$ cat config.mk
export PLATFORM = sky130hd
export DESIGN_NAME = exc_unit
export DESIGN_NICKNAME = d
export VERILOG_FILES = /design/src/rtl/exc_pkg.sv /design/src/rtl/exc_unit.sv /design/src/rtl/exc_accept.sv
export VERILOG_INCLUDE_DIRS = /design/src /design/src/rtl
export SDC_FILE = /design/constraint.sdc
export NUM_CORES = 1
export LEC_CHECK = 0
export BUFFER_PORTS_ARGS = -buffer_cell sky130_fd_sc_hd__buf_2
export CAP_MARGIN = 20
export CORE_AREA = 2 2 181 183
export DETAILED_ROUTE_END_ITERATION = 8
export DIE_AREA = 0 0 183 185
export GPL_TIMING_DRIVEN = 0
export PLACE_DENSITY = 0.75
export SLEW_MARGIN = 20
export SYNTH_ARGS = -nofsm -noshare
export SYNTH_HDL_FRONTEND = slang
export SYNTH_SLANG_ARGS = --single-unit
$ cat constraint.sdc
create_clock -name CLOCK -period 9.1 [get_ports CLOCK]
set_input_delay 1.82 -clock CLOCK [delete_from_list [all_inputs] [get_ports CLOCK]]
set_output_delay 1.82 -clock CLOCK [all_outputs]
set_load 0.03 [all_outputs]
$ cat src/rtl/exc_regs.svh
`ifndef EXC_REGS_SVH
`define EXC_REGS_SVH

// stack grows down one longword per pushed item
`define STACK_STEP   32'h0000_0004
// vector table entries are longwords
`define VEC_SCALE    2
`define WORD_RESET   32'h0000_0000
`define VEC_RESET    8'h00

`endif

$ cat src/rtl/exc_pkg.sv
package exc_pkg;

  typedef enum logic [4:0] {
    S_IDLE    = 5'h01,
    S_PUSH_SR = 5'h02,
    S_PUSH_PC = 5'h04,
    S_FETCH   = 5'h08,
    S_JUMP    = 5'h10
  } state_e;

  typedef enum logic [2:0] {
    K_NONE    = 3'h0,
    K_TRAP    = 3'h1,
    K_SLOT    = 3'h2,
    K_ILLEGAL = 3'h3,
    K_ADDR    = 3'h4,
    K_INT     = 3'h5
  } kind_e;

endpackage

$ cat src/rtl/exc_unit.sv
// Contract
// - trap pushes address of following instruction
// - trap vector taken from trap instruction
// - push status, push counter, fetch, plain jump
// - undefined code in slot raises slot exception
// - counter-rewriting instruction in slot raises it too
// - slot exception pushes delayed branch target
// - undefined code elsewhere pushes its own address
// - blocked address errors and interrupts stay pending
// - delay slot accepts no address error, interrupt
// - after control transfer, interrupts wait, errors not
// - misaligned stack pointer raises address error
// - stacking address error taken after current processing
// - address error stacking ignores further address errors
// - misaligned writes still issued, pointer minus four
// - address error waits for current instruction end
`timescale 1ns/1ns
`default_nettype none
`include "exc_regs.svh"

module exc_unit
  import exc_pkg::*;
#(
  parameter logic [7:0] VEC_ILLEGAL = 8'h10, // arbitrary
  parameter logic [7:0] VEC_SLOT    = 8'h11, // arbitrary
  parameter logic [7:0] VEC_ADDR    = 8'h12  // arbitrary
) (
  input  wire logic        CLOCK,
  input  wire logic        ARST_N,
  input  wire logic        DEC_VALID,
  input  wire logic [31:0] DEC_ADDR,
  input  wire logic [31:0] DEC_NEXT_PC,
  input  wire logic [31:0] DEC_BRANCH_TARGET,
  input  wire logic        DEC_UNDEF,
  input  wire logic        DEC_DELAYED_BRANCH,
  input  wire logic        DEC_PC_WRITE,
  input  wire logic        DEC_TRAP,
  input  wire logic [7:0]  DEC_TRAP_VEC,
  input  wire logic        DEC_CTRL_XFER,
  input  wire logic [31:0] STATUS_WORD,
  input  wire logic [31:0] STACK_POINTER,
  input  wire logic [31:0] VECTOR_BASE,
  input  wire logic        INT_REQ,
  input  wire logic [7:0]  INT_VEC,
  input  wire logic        ADDR_ERR,
  input  wire logic        BUS_ACK,
  input  wire logic [31:0] BUS_RDATA,
  output logic             BUS_REQ,
  output logic             BUS_WRITE,
  output logic [31:0]      BUS_ADDR,
  output logic [31:0]      BUS_WDATA,
  output logic             EXC_BUSY,
  output logic             INT_ACK,
  output logic             JUMP_VALID,
  output logic [31:0]      JUMP_ADDR,
  output logic             SP_WRITE,
  output logic [31:0]      SP_NEW
);

  function automatic logic [31:0] sp_step(input logic [31:0] a);
    sp_step = a - `STACK_STEP;
  endfunction

  function automatic logic misaligned(input logic [31:0] a);
    misaligned = |a[1:0];
  endfunction

  function automatic logic [31:0] vec_entry(input logic [31:0] base, input logic [7:0] v);
    vec_entry = base + {22'h0, v, 2'h0};
  endfunction

  state_e      state_q, state_d;
  kind_e       kind_q, kind_d, kind;
  logic [31:0] sp_q, sp_d, vbase_q, vbase_d, pc_save_q, pc_save_d;
  logic [31:0] btarget_q, btarget_d, target_q, target_d;
  logic [7:0]  vec_q, vec_d;
  logic        ae_pend_q, ae_pend_d, slot_q, slot_d, after_q, after_d;
  logic        req_q, req_d, wr_q, wr_d, busy_q, busy_d, iack_q, iack_d;
  logic        jv_q, jv_d;
  logic [31:0] addr_q, addr_d, wdata_q, wdata_d;

  exc_accept u_accept (
    .clk        (CLOCK),
    .arst_n     (ARST_N),
    .valid      (DEC_VALID && state_q == S_IDLE),
    .slot       (slot_q),
    .after_ctrl (after_q),
    .ae_pend    (ae_pend_q),
    .int_req    (INT_REQ),
    .undef      (DEC_UNDEF),
    .pc_write   (DEC_PC_WRITE),
    .trap       (DEC_TRAP),
    .kind       (kind)
  );

  always_comb begin
    state_d   = state_q;
    kind_d    = kind_q;
    sp_d      = sp_q;
    vbase_d   = vbase_q;
    pc_save_d = pc_save_q;
    btarget_d = btarget_q;
    target_d  = target_q;
    vec_d     = vec_q;
    ae_pend_d = ae_pend_q;
    slot_d    = slot_q;
    after_d   = after_q;
    req_d     = req_q;
    wr_d      = wr_q;
    addr_d    = addr_q;
    wdata_d   = wdata_q;
    busy_d    = busy_q;
    iack_d    = 1'b0;
    jv_d      = 1'b0;
    unique case (state_q)
      S_IDLE: begin
        if (DEC_VALID && kind != K_NONE) begin
          state_d   = S_PUSH_SR;
          kind_d    = kind;
          busy_d    = 1'b1;
          sp_d      = STACK_POINTER;
          vbase_d   = VECTOR_BASE;
          req_d     = 1'b1;
          wr_d      = 1'b1;
          addr_d    = sp_step(STACK_POINTER);
          wdata_d   = STATUS_WORD;
          slot_d    = 1'b0;
          after_d   = 1'b0;
          pc_save_d = DEC_ADDR;
          unique case (kind)
            K_TRAP: begin
              pc_save_d = DEC_NEXT_PC;
              vec_d     = DEC_TRAP_VEC;
            end
            K_SLOT: begin
              pc_save_d = btarget_q;
              vec_d     = VEC_SLOT;
            end
            K_ILLEGAL: vec_d = VEC_ILLEGAL;
            K_ADDR: begin
              vec_d     = VEC_ADDR;
              ae_pend_d = 1'b0;
            end
            K_INT: begin
              vec_d  = INT_VEC;
              iack_d = 1'b1;
            end
            default: vec_d = vec_q;
          endcase
        end else if (DEC_VALID) begin
          slot_d    = DEC_DELAYED_BRANCH;
          btarget_d = DEC_BRANCH_TARGET;
          after_d   = DEC_CTRL_XFER;
        end
      end
      S_PUSH_SR: begin
        if (BUS_ACK) begin
          state_d = S_PUSH_PC;
          sp_d    = addr_q;
          addr_d  = sp_step(addr_q);
          wdata_d = pc_save_q;
          if (misaligned(addr_q) && kind_q != K_ADDR) begin
            ae_pend_d = 1'b1;
          end
        end
      end
      S_PUSH_PC: begin
        if (BUS_ACK) begin
          state_d = S_FETCH;
          sp_d    = addr_q;
          wr_d    = 1'b0;
          addr_d  = vec_entry(vbase_q, vec_q);
          if ((misaligned(addr_q) || misaligned(vbase_q)) && kind_q != K_ADDR) begin
            ae_pend_d = 1'b1;
          end
        end
      end
      S_FETCH: begin
        if (BUS_ACK) begin
          state_d  = S_JUMP;
          req_d    = 1'b0;
          target_d = BUS_RDATA;
        end
      end
      S_JUMP: begin
        state_d = S_IDLE;
        jv_d    = 1'b1;
        busy_d  = 1'b0;
      end
      default: state_d = S_IDLE;
    endcase
    // a bus fault is kept even in the cycle its pending flag is consumed
    if (ADDR_ERR && !(busy_q && kind_q == K_ADDR)) begin
      ae_pend_d = 1'b1;
    end
  end

  always_ff @(posedge CLOCK or negedge ARST_N) begin
    if (!ARST_N) begin
      state_q   <= S_IDLE;
      kind_q    <= K_NONE;
      sp_q      <= `WORD_RESET;
      vbase_q   <= `WORD_RESET;
      pc_save_q <= `WORD_RESET;
      btarget_q <= `WORD_RESET;
      target_q  <= `WORD_RESET;
      vec_q     <= `VEC_RESET;
      ae_pend_q <= 1'b0;
      slot_q    <= 1'b0;
      after_q   <= 1'b0;
      req_q     <= 1'b0;
      wr_q      <= 1'b0;
      addr_q    <= `WORD_RESET;
      wdata_q   <= `WORD_RESET;
      busy_q    <= 1'b0;
      iack_q    <= 1'b0;
      jv_q      <= 1'b0;
    end else begin
      state_q   <= state_d;
      kind_q    <= kind_d;
      sp_q      <= sp_d;
      vbase_q   <= vbase_d;
      pc_save_q <= pc_save_d;
      btarget_q <= btarget_d;
      target_q  <= target_d;
      vec_q     <= vec_d;
      ae_pend_q <= ae_pend_d;
      slot_q    <= slot_d;
      after_q   <= after_d;
      req_q     <= req_d;
      wr_q      <= wr_d;
      addr_q    <= addr_d;
      wdata_q   <= wdata_d;
      busy_q    <= busy_d;
      iack_q    <= iack_d;
      jv_q      <= jv_d;
    end
  end

  assign BUS_REQ    = req_q;
  assign BUS_WRITE  = wr_q;
  assign BUS_ADDR   = addr_q;
  assign BUS_WDATA  = wdata_q;
  assign EXC_BUSY   = busy_q;
  assign INT_ACK    = iack_q;
  assign JUMP_VALID = jv_q;
  assign JUMP_ADDR  = target_q;
  assign SP_WRITE   = jv_q;
  assign SP_NEW     = sp_q;
endmodule

`default_nettype wire

$ cat src/rtl/exc_accept.sv
`timescale 1ns/1ns
`default_nettype none

module exc_accept
  import exc_pkg::*;
(
  input  wire logic clk,
  input  wire logic arst_n,
  input  wire logic valid,
  input  wire logic slot,
  input  wire logic after_ctrl,
  input  wire logic ae_pend,
  input  wire logic int_req,
  input  wire logic undef,
  input  wire logic pc_write,
  input  wire logic trap,
  output var kind_e kind
);

  // pending sources go ahead of the decoded instruction, which is then not executed
  always_comb begin
    kind = K_NONE;
    if (valid) begin
      if (ae_pend && !slot) begin
        kind = K_ADDR;
      end else if (int_req && !slot && !after_ctrl) begin
        kind = K_INT;
      end else if (slot && (undef || pc_write)) begin
        kind = K_SLOT;
      end else if (undef) begin
        kind = K_ILLEGAL;
      end else if (trap) begin
        kind = K_TRAP;
      end
    end
  end
endmodule

`default_nettype wire

# ---- Yosys cells after proc, flatten, opt, wreduce, memory -nomap -nowiden
# Index checks and enable logic that the tools add are counted.
dict set report totals {
  reg_bits 248
  latch_bits 0
  ram_bits 0
  rom_bits 0
  out_inout_bits 134
  mem_count 0
}
dict set report op_classes {
  add_sub_neg 3
  mul 0
  n_div 0
  magnitude_cmp 0
  eq_ne 23
  shifts 0
  muxes 44
  bitwise_logic 1
  n_reduce_logical 41
}
# cell count
set op_table {}
lappend op_table {{two-way mux 32 bit} 7}
lappend op_table {{one-hot mux 32 bit (2 select lines)} 3}
lappend op_table {{one-hot mux 32 bit (3 select lines)} 1}
lappend op_table {{subtractor 32 x 3 -> 32 bit (second input constant)} 2}
lappend op_table {{one-hot mux 8 bit (5 select lines)} 1}
lappend op_table {{adder 32 x 10 -> 32 bit} 1}
lappend op_table {{two-way mux 5 bit} 4}
lappend op_table {{one-hot mux 5 bit (4 select lines)} 1}
lappend op_table {{two-way mux 1 bit} 18}
lappend op_table {{AND reduction 3 bit} 6}
lappend op_table {{two-way mux 3 bit} 5}
lappend op_table {{inequality test 3 bit (second input constant)} 5}
lappend op_table {{nonzero test 2 bit} 6}
lappend op_table {{logical AND 1 bit} 10}
lappend op_table {{== test 3 bit (second input constant)} 3}
lappend op_table {{AND reduction 2 bit} 4}
lappend op_table {{AND reduction 4 bit} 2}
lappend op_table {{AND reduction 7 bit} 1}
lappend op_table {{== test 3 x 2 -> 1 bit (second input constant)} 2}
lappend op_table {{inequality test 2 bit (second input constant)} 3}
lappend op_table {{inequality test 3 x 1 -> 1 bit (second input constant)} 2}
lappend op_table {{one-hot mux 1 bit (2 select lines)} 3}
lappend op_table {{nonzero test 3 bit} 2}
lappend op_table {{OR reduction 2 bit} 3}
lappend op_table {{13 further kinds} 17}

# ---- Logic depth before layout (Yosys ltp)
dict set report depth {
  ltp_word 11
  mapped_depth 16
  depth_no_buf 11
}

# ---- Hierarchy
# Synthesis repeated with hierarchy kept, for this count alone.
dict set report hier_totals {
  cells_unflattened 1370
  area_unflattened_um2 12786.0
}
# mod n_inst cells_per_inst area_per_inst_um2 seq_area_each_um2
set modules_own_cells {}
lappend modules_own_cells {exc_unit 1 1359 12707.2 6207.2}
lappend modules_own_cells {exc_accept 1 11 78.8 0.0}

# ---- Least setup slack after synthesis
# Ideal clock, no wire load.
dict set report synth_path {
  path_type {reg2reg}
  startpoint {register state_q[3]}
  endpoint {register addr_q[20], in the netlist BUS_ADDR[20]}
  setup_ns 0.124
  arrival_time_ns 4.110
  required_time_ns 8.976
  path_slack_ns 4.866
  path_stages_with_launch 17
  path_buffers 5
  cell_sequence {dfrtp_1 > clkbuf_1 > nor4b_2 > nand2_1 > clkbuf_1 > clkbuf_1 > clkbuf_1 > mux2i_1 > ha_1 > nor3b_1 > nand4_1 > a222oi_1 > buf_4 > nand3_2 > a21oi_2 > o22ai_1 > a211o_1}
}
dict set report synth_between {
  elab_chain_cells 7
}
# item line_no
set synth_lines {}
lappend synth_lines {{start: declaration} exc_unit.sv:72} ;# state_e state_q, state_d;
lappend synth_lines {{start signal: assignment} exc_unit.sv:219} ;# state_q <= state_d;
lappend synth_lines {{== test 5 x 1 -> 1 bit} {exc_unit.sv:85, exc_unit.sv:115}}
lappend synth_lines {{logical AND 1 bit} exc_unit.sv:85} ;# .valid (DEC_VALID && state_q == S_IDLE),
lappend synth_lines {{two-way mux 3 bit} exc_accept.sv:23} ;# if (valid) begin
lappend synth_lines {{nonzero test 3 bit} exc_unit.sv:117} ;# if (DEC_VALID && kind != K_NONE) begin
lappend synth_lines {{logical AND 1 bit} exc_unit.sv:117}
lappend synth_lines {{inequality test 2 x 1 -> 1 bit (no line)} n/a}
lappend synth_lines {{AND reduction 4 bit (no line)} n/a}
lappend synth_lines {{end signal: assignment} exc_unit.sv:213} ;# addr_q <= `WORD_RESET;
lappend synth_lines {{end signal: assignment} exc_unit.sv:232} ;# addr_q <= addr_d;
lappend synth_lines {{end: declaration} exc_unit.sv:80} ;# logic [31:0] addr_q, addr_d, wdata_q, wdata_d;
# Parallel ways exist; a longest one is shown, timed or not.
# A chain may end at the register's enable or synchronous reset.

# ---- Final worst setup path
dict set report layout_path {
  startpoint {register state_q[3]}
  endpoint {register addr_q[30], in the netlist BUS_ADDR[30]}
}
# Same word-level chain as after synthesis.

==> results.toml <==
[place]
routabilityCongestion = 0.929
port_buffers = 383
dpl.hpwl_um = 34500
placed_cell_area_um2 = 15200

[worst_setup_path]
setup.worst_path.start = "state_q[3]"
path_class = "reg2reg"
worst-path-max-fanout = 10
crit_path_start_kind = "flop"
crit_top_cell = "clkbuf_1"
crit_chain = "clkbuf_1 > nor4b_2 > nand2_1 > clkbuf_1 > clkbuf_1 > clkbuf_1 > mux2i_1 > ha_1 > nor3b_1 > nand4_1 > a222oi_1 > buf_4 > nand3_1 > nor2_1 > xor2_1 > a21oi_1"
r2r_setup_slack_ns = 2.58
critPathRequiredTime_ns = 9.50
crit_arrival_ns = 6.92
cp-end-kind = "flop"
slowest_delay_ns = 0.94
timing.rr.start = "state_q[3]"
cpMaxStageDelayCell = "nor4b_2"

[global_route]
grt.busiest_layer = "met2"
grtUsageMet3 = 0.0495
grt_pass1_wl_um = 69300
gr-usage-met2 = 0.455
use_met1 = 0.322
first_global_vias = 12400
grt_start_max_net_pins = 97
grt_overflow = 0
antenna_found_initial = 2
grtUsageTotal = 0.262

[synth]
yosysSeqAreaShare = 0.491
yosys_most_used_dff = "dfrtp_1"
synthDistinctLibCells = 64
ys_seq_elements = 248
ys_async_sr_fraction = 1.00
syn_nets = 1660
synth-edff-count = 0
netlist_instances = 1399
avgSynthCellArea_um2 = 9.04
ys_warn_count = 0
netlist_area_um2 = 12600

[layout]
stdcell_area_um2 = 16200
fillers = 2989
drive_gt1_frac = 0.285
nNetsFinal = 2078
syn2layout_area_growth_pct = 27.9
register_area_um2 = 6210
multi_input_area_um2 = 6010

[worst_hold_path]
hold_start = "BUS_WRITE"
holdCritPathClass = "reg2reg"

[cts]
clock_latency_ns = 0.56
cts_hold_repair.buffers = 0
clockBufferDepth = 3
clockRootBuffer = "clkbuf_16"
cts_tree = "done"
cts_buffers = 29
cts.clk_slew.worst_paths_ns = 0.06
cts_resized = 0
cts-htree-levels = 1
clock-sinks = 248
post-cts-setup-buffers = 0

[timing]
fin_crit_ns = 6.52
relSlewSlack = 0.297
finalClockSkew_ns = 0.0170
fmax_mhz = 153
max_slew.worst_pin.slew_ns = 1.05
setup_viol = 0
finalHoldViolCount = 0
finalCritPeriodShare = 0.716
report.final.slew_viol_count = 0
rsz0062_at_grt = "false"
setup_tns_ns = 0

[floorplan]
coreArea_um2 = 32000
start_util = 0.395
rows = 66
ios = 385
die_h_um = 185
die_w_um = 183
dieArea_um2 = 33900

[power]
p_comb_frac = 0.449
p_leak_nw = 7.66
cellInternalPower_mw = 3.19
p_per_area_nw_per_um2 = 359
power_frac_seq = 0.342
clkPwrFrac = 0.209
swShare = 0.451
vdd_ir_drop_max_uv = 175
p_sw_mw = 2.61

[routing]
postRouteAntennaNets = 0
num_vias = 12400
routed_wl_um = 45300
drt_first_pass_iters = 5
drt-initial-drc-count = 970
via_per_inst = 5.51
wire_per_inst_um = 20.1
drc = 0

[run_status]
status = "finished clean"

[run]
maxCapViolCount = 0
==> metrics by stage <==
step	setup slack, ns	instances	power, mW	hold WS, ns	util
6_report	2.58	2248	5.80	0.478	0.505
5_1_grt	2.37	2247	6.15	0.505	0.505
4_1_cts	2.74	2247	5.80	0.483	0.505
3_5_place_dp	2.79	2194	4.57	0.468	0.474
3_3_place_gp	1.75	2190	4.49	0.456	0.471
2_1_floorplan	4.87	1399	3.65	0.441	-
==> power by group through the flow <==
stage / clock network [mW] / registers [mW] / logic, mW
final: 1.22 / 1.99 / 2.60
after global routing: 1.28 / 2.04 / 2.83
after CTS: 1.23 / 1.97 / 2.60
after detailed placement: 0 / 1.99 / 2.59
after global placement: 0 / 1.96 / 2.53
after floorplan: 0 / 2.32 / 1.32
==> sequential cells by signal, indices dropped and copies added, names as in the netlist, 3 cells and up <==
name       flops
BUS_ADDR      32
BUS_WDATA     32
JUMP_ADDR     32
SP_NEW        32
btarget_q     32
kind_q         3
pc_save_q     32
state_q        5
vbase_q       32
vec_q          8
==> final cells by class <==
cell class              count  area share
repair buffers            387       0.125
diodes                      1    0.000155
inverters                  20     0.00464
well taps                 408      0.0316
multi-input cells        1039       0.371
clock inverters            17      0.0128
plain buffers              92      0.0230
clock buffers              36      0.0483
flip-flops and latches    248       0.384
==> Yosys cell counts, drive strengths merged, types with 6 or more instances <==
cell type  number  area share
o22ai          10      0.0049
or3             7      0.0035
nand3          22      0.0091
nor2b           7      0.0035
inv            19      0.0056
nor3           22      0.0087
o21ai          56       0.022
xor2           29       0.020
nand4           9      0.0045
a21oi          40       0.016
a21o            7      0.0042
nor4           13      0.0064
a22oi          47       0.028
ha              9      0.0089
nand2         302       0.090
a31oi          99       0.049
xnor2          22       0.015
or4            12      0.0071
dfrtp         247        0.49
mux2           67       0.060
a221oi          8      0.0055
mux2i          18       0.014
nor2          166       0.049
o211ai          7      0.0042
buf            16      0.0068
clkbuf         76       0.023
nor3b           6      0.0036
==> worst paths after layout <==
kind,to,cells after the start
hold reg to reg,BUS_WRITE,2
max in group asynchronous,BUS_WDATA[18],3
setup reg to reg,BUS_ADDR[30],16
setup / recovery,BUS_ADDR[30],16
hold / removal,BUS_WRITE,2
min in group asynchronous,SP_NEW[3],1
==> placed cells by master (no fill, tap or decap), types with 29 or more instances in the layout <==
cell / netlist / final
buf_2: 9 / 391
nand2_1: 302 / 302
clkbuf_1: 76 / 80
xor2_1: 29 / 29
dfrtp_1: 247 / 247
mux2_2: 67 / 67
a22oi_1: 47 / 47
nor2_1: 166 / 166
a31oi_1: 99 / 99
o21ai_0: 54 / 54
clkbuf_16: 0 / 29
a21oi_1: 39 / 39
==> cells by family (layout without fill, tap and decap cells) <==
group	Yosys count	in the layout	share of synthesized area
compound gates	303	303	0.154
xor+xnor	51	51	0.0353
fa+ha+maj	10	10	0.0105
buf+inv	112	552	0.0353
flops	248	248	0.491
mux	85	85	0.0739
other cells	0	1	0
simple gates	590	590	0.201
==> routing by layer <==
metal	up-vias	routed length, um
met2	579	21900
met5	-	27
met1	5941	18100
met3	102	3390
li1	5761	-
met4	4	1800
==> worst max-delay path: cells and delay by family, from the launching register on <==
| family | cells | cell delay (ns) |
|---|---|---|
| xor gates and xnor gates | 1 | 0.19 |
| muxes | 1 | 0.26 |
| adders and majority gates | 1 | 0.34 |
| DFF | 1 | 0.38 |
| buffers and inverters | 5 | 1.88 |
| and+or+nand+nor | 6 | 2.33 |
| AOI/OAI and AO/OA | 2 | 0.97 |
No activity file was read; power rests on OpenSTA's default activity.
